<file path="src/shared/boot_loader_consts.vh">
`ifndef BOOT_LOADER_CONSTS_VH
`define BOOT_LOADER_CONSTS_VH

// Decoded boot modes
`define MODE_EPROM        3'h0
`define MODE_HOST         3'h1
`define MODE_LINK         3'h2
`define MODE_SPI          3'h3
`define MODE_NONE         3'h4

// Sequencer states
`define ST_SAMPLE         3'h0
`define ST_LOAD           3'h1
`define ST_DRAIN          3'h2
`define ST_DONE           3'h3
`define ST_NOBOOT         3'h4

// Transfer counts and start addresses
`define INSTR_COUNT_INIT  9'h100
`define EXT_COUNT_INIT    11'h600
`define EPROM_ADDR_INIT   24'h800000
`define MEM_ADDR_INIT     20'h40000
`define DONE_VECTOR       20'h40050

// EPROM access: seven wait states, eight cycles in total
`define EPROM_WAIT_LAST   3'h7

// Units packed into one 48-bit instruction
`define UNITS_NIBBLE      4'hC
`define UNITS_BYTE        4'h6
`define UNITS_HALF        4'h3

// DMA channel of each mode
`define DMA_CH_EXT        4'hA
`define DMA_CH_SPI        4'h8
`define DMA_CH_LINK       4'h4

// Layout of the asynchronous input bundle
`define SYNC_WIDTH        53
`define SY_EPROM_STRAP    0
`define SY_LINK_STRAP     1
`define SY_BMS_IN         2
`define SY_HOST_WIDE      3
`define SY_BUS_OWNER      4
`define SY_BUS_TRISTATE   5
`define SY_EPROM_LO       6
`define SY_EPROM_HI       13
`define SY_HOST_LO        14
`define SY_HOST_HI        29
`define SY_HOST_VALID     30
`define SY_LINK_LO        31
`define SY_LINK_HI        34
`define SY_LINK_VALID     35
`define SY_SPI_LO         36
`define SY_SPI_HI         51
`define SY_SPI_VALID      52

`endif

</file>
<file path="src/word_buffer2.v">
`timescale 1ns/1ns
`default_nettype none

module word_buffer2 #(
    parameter W = 68
) (
    // Clock and control
    input  wire         clk,
    input  wire         rst_b,
    input  wire         ce,
    // Filling side
    input  wire         in_valid,
    output reg          in_ready,
    input  wire [W-1:0] in_data,
    // Draining side
    output reg          out_valid,
    input  wire         out_ready,
    output reg  [W-1:0] out_data
);

    reg [W-1:0] slot1_reg;
    reg [1:0]   count_reg;
    reg [1:0]   count_next;
    wire        push;
    wire        pop;

    assign push = in_valid && in_ready;
    assign pop  = out_valid && out_ready;

    always @* begin
        count_next = count_reg;
        if (push && !pop) begin
            count_next = count_reg + 2'h1;
        end else if (pop && !push) begin
            count_next = count_reg - 2'h1;
        end
    end

    // Ready and valid are registered so both sides see flip-flop outputs
    always @(posedge clk) begin
        if (!rst_b) begin
            count_reg <= 2'h0;
            in_ready  <= 1'b0;
            out_valid <= 1'b0;
            out_data  <= {W{1'b0}};
            slot1_reg <= {W{1'b0}};
        end else if (ce) begin
            count_reg <= count_next;
            in_ready  <= (count_next != 2'h2);
            out_valid <= (count_next != 2'h0);
            if (pop) begin
                out_data <= (count_reg == 2'h2) ? slot1_reg : in_data;
                if (push && count_reg == 2'h2) begin
                    slot1_reg <= in_data;
                end
            end else if (push) begin
                if (count_reg == 2'h0) begin
                    out_data <= in_data;
                end else begin
                    slot1_reg <= in_data;
                end
            end
        end
    end

endmodule

`default_nettype wire

</file>
<file path="src/boot_mode_select_loader.v">
// Overview of operation
// - EPROM strap high, link strap low: boot from 8-bit EPROM on external port.
// - EPROM strap low: link strap and boot memory select pick the mode.
// - Both straps low, select high: host boot with 8- or 16-bit host data.
// - Link strap high, select high: link boot, 4-bit data into link buffer 4.
// - Link strap high, select low: SPI boot from receive buffer on channel 8.
// - Both straps low, select low: no boot load, execute from external memory.
// - Select pin is EPROM chip select output in EPROM mode, else input.
// - The driven select output can be placed in high impedance.
// - In ST_LOAD, only the current bus owner drives the select output; it is released three cycles after ownership is lost.
// - After reset the mode's DMA channel loads 256 kernel instructions.
// - Each EPROM read is asynchronous with seven wait states, eight cycles.
// - EPROM address starts at 0x800000 and increments after each byte.
// - At zero counts: stop, raise done interrupt, release select, vector 0x40050.
`timescale 1ns/1ns
`default_nettype none
`include "boot_loader_consts.vh"

module boot_mode_select_loader (
    // Clock, reset, enable
    input  wire        CLK_SYS,
    input  wire        RST_B,
    input  wire        CE,
    // Boot straps and select pin
    input  wire        EPROM_BOOT_STRAP,
    input  wire        LINK_BOOT_STRAP,
    input  wire        BOOT_MEMORY_SELECT_IN,
    output reg         BOOT_MEMORY_SELECT_OUT,
    output reg         BOOT_MEMORY_SELECT_OE_B,
    // Bus arbitration
    input  wire        BUS_OWNER,
    input  wire        BUS_TRISTATE,
    // EPROM external port
    output reg  [23:0] EPROM_ADDR,
    output reg         EPROM_RD_B,
    input  wire [7:0]  EPROM_DATA,
    // Host port
    input  wire        HOST_WIDE,
    input  wire [15:0] HOST_DATA,
    input  wire        HOST_VALID,
    output reg         HOST_READY,
    // Link port
    input  wire [3:0]  LINK_DATA,
    input  wire        LINK_VALID,
    output reg         LINK_READY,
    // Serial receive buffer
    input  wire [15:0] SERIAL_RECEIVE_BUFFER,
    input  wire        SERIAL_VALID,
    output reg         SERIAL_READY,
    // Internal memory write
    output wire [19:0] MEM_ADDR,
    output wire [47:0] MEM_DATA,
    output wire        MEM_VALID,
    input  wire        MEM_READY,
    // Status
    output reg  [2:0]  BOOT_MODE,
    output reg  [3:0]  BOOT_DMA_CHANNEL,
    output reg         BOOT_DMA_DONE_INTERRUPT,
    output reg         VECTOR_VALID,
    output reg  [19:0] VECTOR_ADDR,
    output reg         EXT_EXECUTE
);

    wire [`SYNC_WIDTH-1:0] async_in;
    reg  [`SYNC_WIDTH-1:0] sync1_reg;
    reg  [`SYNC_WIDTH-1:0] sync2_reg;

    reg  [2:0]  state_reg;
    reg  [2:0]  mode_reg;
    reg         host_wide_reg;
    reg  [8:0]  instr_count_reg;
    reg  [10:0] ext_count_reg;
    reg  [19:0] mem_addr_reg;
    reg  [47:0] pack_reg;
    reg  [3:0]  unit_count_reg;
    reg         word_pend_reg;
    reg         rd_active_reg;
    reg  [2:0]  wait_reg;
    reg         valid_prev_reg;

    reg  [2:0]  mode_next;
    reg  [15:0] unit_data;
    reg  [3:0]  units_last;
    reg  [47:0] pack_next;
    reg         stream_valid;
    wire        unit_take;
    wire        eprom_take;
    wire        stream_take;
    wire        word_push;
    wire        buf_in_ready;
    wire        load_done;
    wire        select_drive;

    assign async_in = {
        SERIAL_VALID, SERIAL_RECEIVE_BUFFER, LINK_VALID, LINK_DATA,
        HOST_VALID, HOST_DATA, EPROM_DATA, BUS_TRISTATE, BUS_OWNER,
        HOST_WIDE, BOOT_MEMORY_SELECT_IN, LINK_BOOT_STRAP, EPROM_BOOT_STRAP
    };

    // Pins pass two flip-flops; left free of reset so they settle during it
    genvar gi;
    generate
        for (gi = 0; gi < `SYNC_WIDTH; gi = gi + 1) begin : g_sync
            always @(posedge CLK_SYS) begin
                if (CE) begin
                    sync1_reg[gi] <= async_in[gi];
                    sync2_reg[gi] <= sync1_reg[gi];
                end
            end
        end
    endgenerate

    always @* begin
        if (sync2_reg[`SY_EPROM_STRAP]) begin
            mode_next = `MODE_EPROM;
        end else if (sync2_reg[`SY_LINK_STRAP]) begin
            mode_next = sync2_reg[`SY_BMS_IN] ? `MODE_LINK : `MODE_SPI;
        end else begin
            mode_next = sync2_reg[`SY_BMS_IN] ? `MODE_HOST : `MODE_NONE;
        end
    end

    // Unit source and packing width per mode
    always @* begin
        unit_data    = 16'h0000;
        units_last   = `UNITS_BYTE - 4'h1;
        stream_valid = 1'b0;
        case (mode_reg)
            `MODE_EPROM: begin
                unit_data = {8'h00, sync2_reg[`SY_EPROM_HI:`SY_EPROM_LO]};
            end
            `MODE_HOST: begin
                unit_data    = sync2_reg[`SY_HOST_HI:`SY_HOST_LO];
                stream_valid = sync2_reg[`SY_HOST_VALID];
                if (host_wide_reg) begin
                    units_last = `UNITS_HALF - 4'h1;
                end
            end
            `MODE_LINK: begin
                unit_data    = {12'h000, sync2_reg[`SY_LINK_HI:`SY_LINK_LO]};
                stream_valid = sync2_reg[`SY_LINK_VALID];
                units_last   = `UNITS_NIBBLE - 4'h1;
            end
            `MODE_SPI: begin
                unit_data    = sync2_reg[`SY_SPI_HI:`SY_SPI_LO];
                stream_valid = sync2_reg[`SY_SPI_VALID];
                units_last   = `UNITS_HALF - 4'h1;
            end
            default: begin
                unit_data = 16'h0000;
            end
        endcase
    end

    // Least significant unit first: new units enter at the top
    always @* begin
        pack_next = pack_reg;
        if (units_last == `UNITS_NIBBLE - 4'h1) begin
            pack_next = {unit_data[3:0], pack_reg[47:4]};
        end else if (units_last == `UNITS_HALF - 4'h1) begin
            pack_next = {unit_data, pack_reg[47:16]};
        end else begin
            pack_next = {unit_data[7:0], pack_reg[47:8]};
        end
    end

    // byte taken at end of eighth cycle
    assign eprom_take  = (mode_reg == `MODE_EPROM) && rd_active_reg &&
                         (wait_reg == `EPROM_WAIT_LAST);
    assign stream_take = (mode_reg != `MODE_EPROM) && stream_valid && !valid_prev_reg &&
                         !word_pend_reg && (state_reg == `ST_LOAD);
    assign unit_take   = eprom_take || stream_take;
    assign word_push   = word_pend_reg && buf_in_ready;
    assign load_done   = (instr_count_reg == 9'h000) &&
                         ((mode_reg != `MODE_EPROM) || (ext_count_reg == 11'h000));
    // owner only, and never while told to float
    assign select_drive = sync2_reg[`SY_BUS_OWNER] && !sync2_reg[`SY_BUS_TRISTATE];

    always @(posedge CLK_SYS) begin
        if (!RST_B) begin
            state_reg               <= `ST_SAMPLE;
            mode_reg                <= `MODE_NONE;
            host_wide_reg           <= 1'b0;
            instr_count_reg         <= 9'h000;
            ext_count_reg           <= 11'h000;
            mem_addr_reg            <= `MEM_ADDR_INIT;
            pack_reg                <= 48'h000000000000;
            unit_count_reg          <= 4'h0;
            word_pend_reg           <= 1'b0;
            rd_active_reg           <= 1'b0;
            wait_reg                <= 3'h0;
            valid_prev_reg          <= 1'b0;
            EPROM_ADDR              <= `EPROM_ADDR_INIT;
            EPROM_RD_B              <= 1'b1;
            BOOT_MEMORY_SELECT_OUT  <= 1'b1;
            BOOT_MEMORY_SELECT_OE_B <= 1'b1;
            HOST_READY              <= 1'b0;
            LINK_READY              <= 1'b0;
            SERIAL_READY            <= 1'b0;
            BOOT_MODE               <= `MODE_NONE;
            BOOT_DMA_CHANNEL        <= 4'h0;
            BOOT_DMA_DONE_INTERRUPT <= 1'b0;
            VECTOR_VALID            <= 1'b0;
            VECTOR_ADDR             <= 20'h00000;
            EXT_EXECUTE             <= 1'b0;
        end else if (CE) begin
            valid_prev_reg          <= stream_valid;
            BOOT_DMA_DONE_INTERRUPT <= 1'b0;
            case (state_reg)
                `ST_SAMPLE: begin
                    mode_reg      <= mode_next;
                    BOOT_MODE     <= mode_next;
                    host_wide_reg <= sync2_reg[`SY_HOST_WIDE];
                    // channel set up for 256 instructions
                    instr_count_reg <= `INSTR_COUNT_INIT;
                    ext_count_reg   <= `EXT_COUNT_INIT;
                    mem_addr_reg    <= `MEM_ADDR_INIT;
                    case (mode_next)
                        `MODE_SPI: begin
                            BOOT_DMA_CHANNEL <= `DMA_CH_SPI;
                        end
                        `MODE_LINK: begin
                            BOOT_DMA_CHANNEL <= `DMA_CH_LINK;
                        end
                        `MODE_NONE: begin
                            BOOT_DMA_CHANNEL <= 4'h0;
                        end
                        default: begin
                            BOOT_DMA_CHANNEL <= `DMA_CH_EXT;
                        end
                    endcase
                    if (mode_next == `MODE_NONE) begin
                        state_reg <= `ST_NOBOOT;
                    end else begin
                        state_reg <= `ST_LOAD;
                    end
                end
                `ST_LOAD: begin
                    if (mode_reg == `MODE_EPROM) begin
                        BOOT_MEMORY_SELECT_OUT  <= 1'b0;
                        BOOT_MEMORY_SELECT_OE_B <= !select_drive;
                        if (!rd_active_reg && !word_pend_reg &&
                            ext_count_reg != 11'h000 && select_drive) begin
                            rd_active_reg <= 1'b1;
                            wait_reg      <= 3'h0;
                            EPROM_RD_B    <= 1'b0;
                        end else if (rd_active_reg) begin
                            wait_reg <= wait_reg + 3'h1;
                            if (eprom_take) begin
                                rd_active_reg <= 1'b0;
                                EPROM_RD_B    <= 1'b1;
                                EPROM_ADDR    <= EPROM_ADDR + 24'h000001;
                                ext_count_reg <= ext_count_reg - 11'h001;
                            end
                        end
                    end
                    // Ready drops while a word waits, so a stalled buffer backs up the source
                    HOST_READY   <= (mode_reg == `MODE_HOST) && !word_pend_reg && !unit_take;
                    LINK_READY   <= (mode_reg == `MODE_LINK) && !word_pend_reg && !unit_take;
                    SERIAL_READY <= (mode_reg == `MODE_SPI) && !word_pend_reg && !unit_take;
                    if (unit_take) begin
                        pack_reg <= pack_next;
                        if (unit_count_reg == units_last) begin
                            unit_count_reg <= 4'h0;
                            word_pend_reg  <= 1'b1;
                        end else begin
                            unit_count_reg <= unit_count_reg + 4'h1;
                        end
                    end
                    if (word_push) begin
                        word_pend_reg   <= 1'b0;
                        instr_count_reg <= instr_count_reg - 9'h001;
                        mem_addr_reg    <= mem_addr_reg + 20'h00001;
                    end
                    if (load_done && !word_pend_reg) begin
                        HOST_READY   <= 1'b0;
                        LINK_READY   <= 1'b0;
                        SERIAL_READY <= 1'b0;
                        state_reg    <= `ST_DRAIN;
                    end
                end
                `ST_DRAIN: begin
                    // Completion waits until the last word has left the buffer
                    if (!MEM_VALID) begin
                        state_reg <= `ST_DONE;
                        BOOT_DMA_DONE_INTERRUPT <= 1'b1;
                        BOOT_MEMORY_SELECT_OUT  <= 1'b1;
                        BOOT_MEMORY_SELECT_OE_B <= 1'b1;
                        VECTOR_VALID            <= 1'b1;
                        VECTOR_ADDR             <= `DONE_VECTOR;
                    end
                end
                `ST_DONE: begin
                    state_reg <= `ST_DONE;
                end
                `ST_NOBOOT: begin
                    EXT_EXECUTE <= 1'b1;
                end
                default: begin
                    state_reg <= `ST_SAMPLE;
                end
            endcase
        end
    end

    // Two-entry buffer decouples packer from memory stalls
    word_buffer2 #(
        .W(68)
    ) u_buffer (
        .clk       (CLK_SYS),
        .rst_b     (RST_B),
        .ce        (CE),
        .in_valid  (word_pend_reg),
        .in_ready  (buf_in_ready),
        .in_data   ({mem_addr_reg, pack_reg}),
        .out_valid (MEM_VALID),
        .out_ready (MEM_READY),
        .out_data  ({MEM_ADDR, MEM_DATA})
    );

endmodule

`default_nettype wire

</file>
<file path="config.mk">
export PLATFORM = sky130hd
export DESIGN_NAME = boot_mode_select_loader
export DESIGN_NICKNAME = d
export VERILOG_FILES = /design/src/word_buffer2.v /design/src/boot_mode_select_loader.v
export VERILOG_INCLUDE_DIRS = /design/src /design/src/shared
export SDC_FILE = /design/constraint.sdc
export NUM_CORES = 1
export LEC_CHECK = 0
export BUFFER_PORTS_ARGS = -buffer_cell sky130_fd_sc_hd__buf_2
export CORE_UTILIZATION = 40
export DETAILED_ROUTE_END_ITERATION = 6
export GPL_ROUTABILITY_DRIVEN = 1
export HOLD_SLACK_MARGIN = 0.05
export SETUP_SLACK_MARGIN = 0.02
export SLEW_MARGIN = 15
export SYNTH_ARGS = -nofsm -noshare
export SYNTH_HDL_FRONTEND = slang
export SYNTH_SLANG_ARGS = --single-unit
</file>
<file path="constraint.sdc">
create_clock -name CLK_SYS -period 3.8 [get_ports CLK_SYS]
set_clock_uncertainty 0.15 [all_clocks]
set_input_delay 0.38 -clock CLK_SYS [delete_from_list [all_inputs] [get_ports CLK_SYS]]
set_output_delay 0.38 -clock CLK_SYS [all_outputs]
set_load 0.05 [all_outputs]
</file>
==> impl_metrics.csv <==
group,metric,value,unit
critical_path,endpoint_kind,"flop",
clocking,htree_levels,2,
logic_synthesis,ys_warn_count,0,
route,drcViolationCount,3,
global_route,grt_pass1_wl,63.6,mm
outcome,violations,"DRC",
worst_hold_path,hold_class,"input port to flop",
placement,gp_congestion,0.807,
clocking,cts_tree,"yes",
global_route,overflow,0,
critical_path,crit_buf_inv,1,
logic_synthesis,synth-async-reset-ratio,0,%
sta,relSlewSlack,25.6,%
sta,setup_tns,0,ns
critical_path,cp_data_required_time,4.10,ns
logic_synthesis,synthFlopType,"dfxtp_1",
logic_synthesis,synthXorXnorAreaFrac,2.26,%
clocking,cts-buffers-inserted,43,
sta,tightest_slew,1.12,ns
finish,final_cell_mix,"nand2_1 (400), dfxtp_1 (281), nor2_1 (177)",
floorplan,initial_core_util,40.8,%
critical_path,cp.arrival,3.32,ns
floorplan,core,38900,sq um
placement,dp_hpwl,24.7,mm
power,power_density,501,nW/um^2
clocking,path_clk_slew,0.06,ns
logic_synthesis,synth_edf_count,106,
finish,multi_input_area,6430,sq um
logic_synthesis,synth-seq-cells,387,
clocking,root_buffer,"clkbuf_16",
critical_path,crit_fanout,53,
floorplan,die_x,201,um
global_route,grt_max_degree,131,
clocking,cts.sinks,387,
logic_synthesis,synth_fa_ha_area_share,0.868,%
logic_synthesis,syn_inst,1718,
power,cellLeakagePower,6.67,nW
logic_synthesis,avgSynthCellArea,9.23,sq um
clocking,postCtsSetupBuffers,0,
critical_path,crit_type,"flop to flop",
route,vias,12764,
route,drt-initial-drc-count,965,
critical_path,cp_cell_sequence,"a21oi_1 -> a211oi_1 -> a31o_2 -> buf_4 -> nand2_1 -> o31ai_1",
logic_synthesis,synth_top_family_by_area,"simple AND/OR/NAND/NOR gates",
outcome,status,"complete, but fails checks",
floorplan,io_pins,186,
sta,rsz0062_at_grt,"no",
critical_path,path_delay_family,"compound AO/OA/AOI/OAI gates",
finish,drive_gt1_share,14.4,%
clocking,clock_path_buffers,3,
finish,area_growth,19.5,%
sta,hold_violations,0,
finish,finalCoreUtilization,48.7,%
logic_synthesis,yosysSeqAreaShare,55.5,%
sta,fin_crit_sh,79.5,%
route,routed_via_density,5.26,
sta,drv_slew,0,
critical_path,critPathMaxStageDelay,0.80,ns
logic_synthesis,synth_cell_type_count,65,
logic_synthesis,synth-simple-area-share,21.2,%
finish,final_nets,1945,
sta,setup_viol,0,
finish,fillers,3691,
global_route,first_global_vias,11955,
floorplan,die_y,201,um
global_route,antenna_found_initial,1,
route,routed_wl,39.4,mm
run,maxCapViolCount,0,
critical_path,start_kind,"flop",
route,routedWlPerCell,16.2,um
global_route,gr-usage-all-layers,19.2,%
placement,port_buffers,167,
power,ir_drop,0.330,mV
finish,final_common_cell,"nand2_1",
clocking,clk_latency,0.55,ns
logic_synthesis,syn_area,15900,sq um
route,firstDrtPassIters,7,
finish,area.sequential,8810,sq um
floorplan,dieArea,40500,sq um
logic_synthesis,yosys-mux-area-fraction,1.30,%
floorplan,rows,72,
sta,min_period,3.02,ns
sta,fmax,0.331,GHz
critical_path,cp_slowest_cell,"dfxtp_1",
logic_synthesis,synth_compound_area_share,14.3,%
route,drtAntennaViolNets,0,
## power breakdown
| group | switching [mW] | leakage, nW | internal [mW] |
|---|---|---|---|
| registers | 0.114 | 3.31 | 4.42 |
| logic | 0.583 | 2.69 | 0.300 |
| clock network | 1.65 | 0.676 | 2.42 |
| total | 2.35 | 6.67 | 7.14 |
## worst reg2reg max path: stages, from the launching register on
cell and delay (ns):
dfxtp_1 0.80, a21oi_1 0.08, a211oi_1 0.39, a31o_2 0.50, buf_4 0.55, nand2_1 0.22, o31ai_1 0.23
## layout make-up
type / count / area share, %
tap: 518 / 3.42
inverter: 22 / 0.462
clock inverter: 15 / 0.759
clock buffer: 62 / 6.59
timing repair buffer: 242 / 8.36
sequential: 387 / 46.5
multi-input combinational: 1181 / 33.9
antenna: 1 / 0.0132
## layer usage
layer  share of wire (%)  global-route usage [%]  vias up
met5                   0                       0        -
met4                 1.8                    5.43        0
met3                 5.8                    3.76       50
met2                  47                    31.3      351
met1                  46                    25.9     6019
li1                    -                       -     6344
## final timing paths
| check | start | to | slack, ns | depth (start not counted) |
|---|---|---|---|---|
| setup / recovery | mode_reg[0]$_SDFFE_PN0P_ | unit_count_reg[0]$_SDFFE_PN0P_ | 0.78 | 6 |
| hold / removal | CE | state_reg[2]$_SDFFE_PN0P_ | 0.12 | 3 |
| setup reg to reg | mode_reg[0]$_SDFFE_PN0P_ | unit_count_reg[0]$_SDFFE_PN0P_ | 0.78 | 6 |
| hold reg to reg | sync1_reg[50]$_DFFE_PP_ | sync2_reg[50]$_DFFE_PP_ | 0.26 | 0 |
## what timing repair did
item	4_1_cts	5_1_grt
hold endpoints to repair	53	0
gates resized for setup	0	0
hold buffers	53	0
## Yosys cell counts, types with 12 or more instances
cell type | n | area, sq um
nand2_1 | 400 | 1500
dfxtp_1 | 281 | 5630
nor2_1 | 177 | 664
a21oi_1 | 128 | 641
clkbuf_1 | 107 | 402
edfxtp_1 | 106 | 3180
a311oi_1 | 63 | 552
o21ai_0 | 34 | 170
and3_1 | 33 | 206
nand3_1 | 25 | 125
o32ai_1 | 24 | 210
or3_1 | 24 | 150
a211oi_1 | 23 | 173
xor2_1 | 23 | 201
inv_1 | 22 | 82.6
nand4_1 | 22 | 138
buf_4 | 21 | 158
a222oi_1 | 18 | 180
nor3_1 | 18 | 90.1
xnor2_1 | 18 | 158
mux2i_1 | 15 | 150
buf_1 | 12 | 45.0
## cells by family after synthesis
| family | after synthesis |
|---|---|
| AO/OA/AOI/OAI | 331 |
| XOR/XNOR | 41 |
| adder cells (fa/ha/maj) | 11 |
| buffers and inverters | 167 |
| flip-flops | 387 |
| multiplexers | 18 |
| other | 1 |
| AND/OR/NAND/NOR | 762 |
## stage by stage
step | hold slack (ns) | setup WS (ns) | total power, mW | cell area (sq um) | cells
floorplan | 0.250 | 1.22 | 5.24 | 15900 | 1735
global placement | 0.252 | 0.910 | 5.45 | 17000 | 2297
detailed placement | 0.255 | 0.787 | 5.47 | 17000 | 2297
CTS | 0.0927 | 0.784 | 9.60 | 19000 | 2427
global route | 0.124 | 0.576 | 9.88 | 19000 | 2428
finish | 0.123 | 0.778 | 9.49 | 19000 | 2428
No activity file was read; power rests on OpenSTA's default activity.
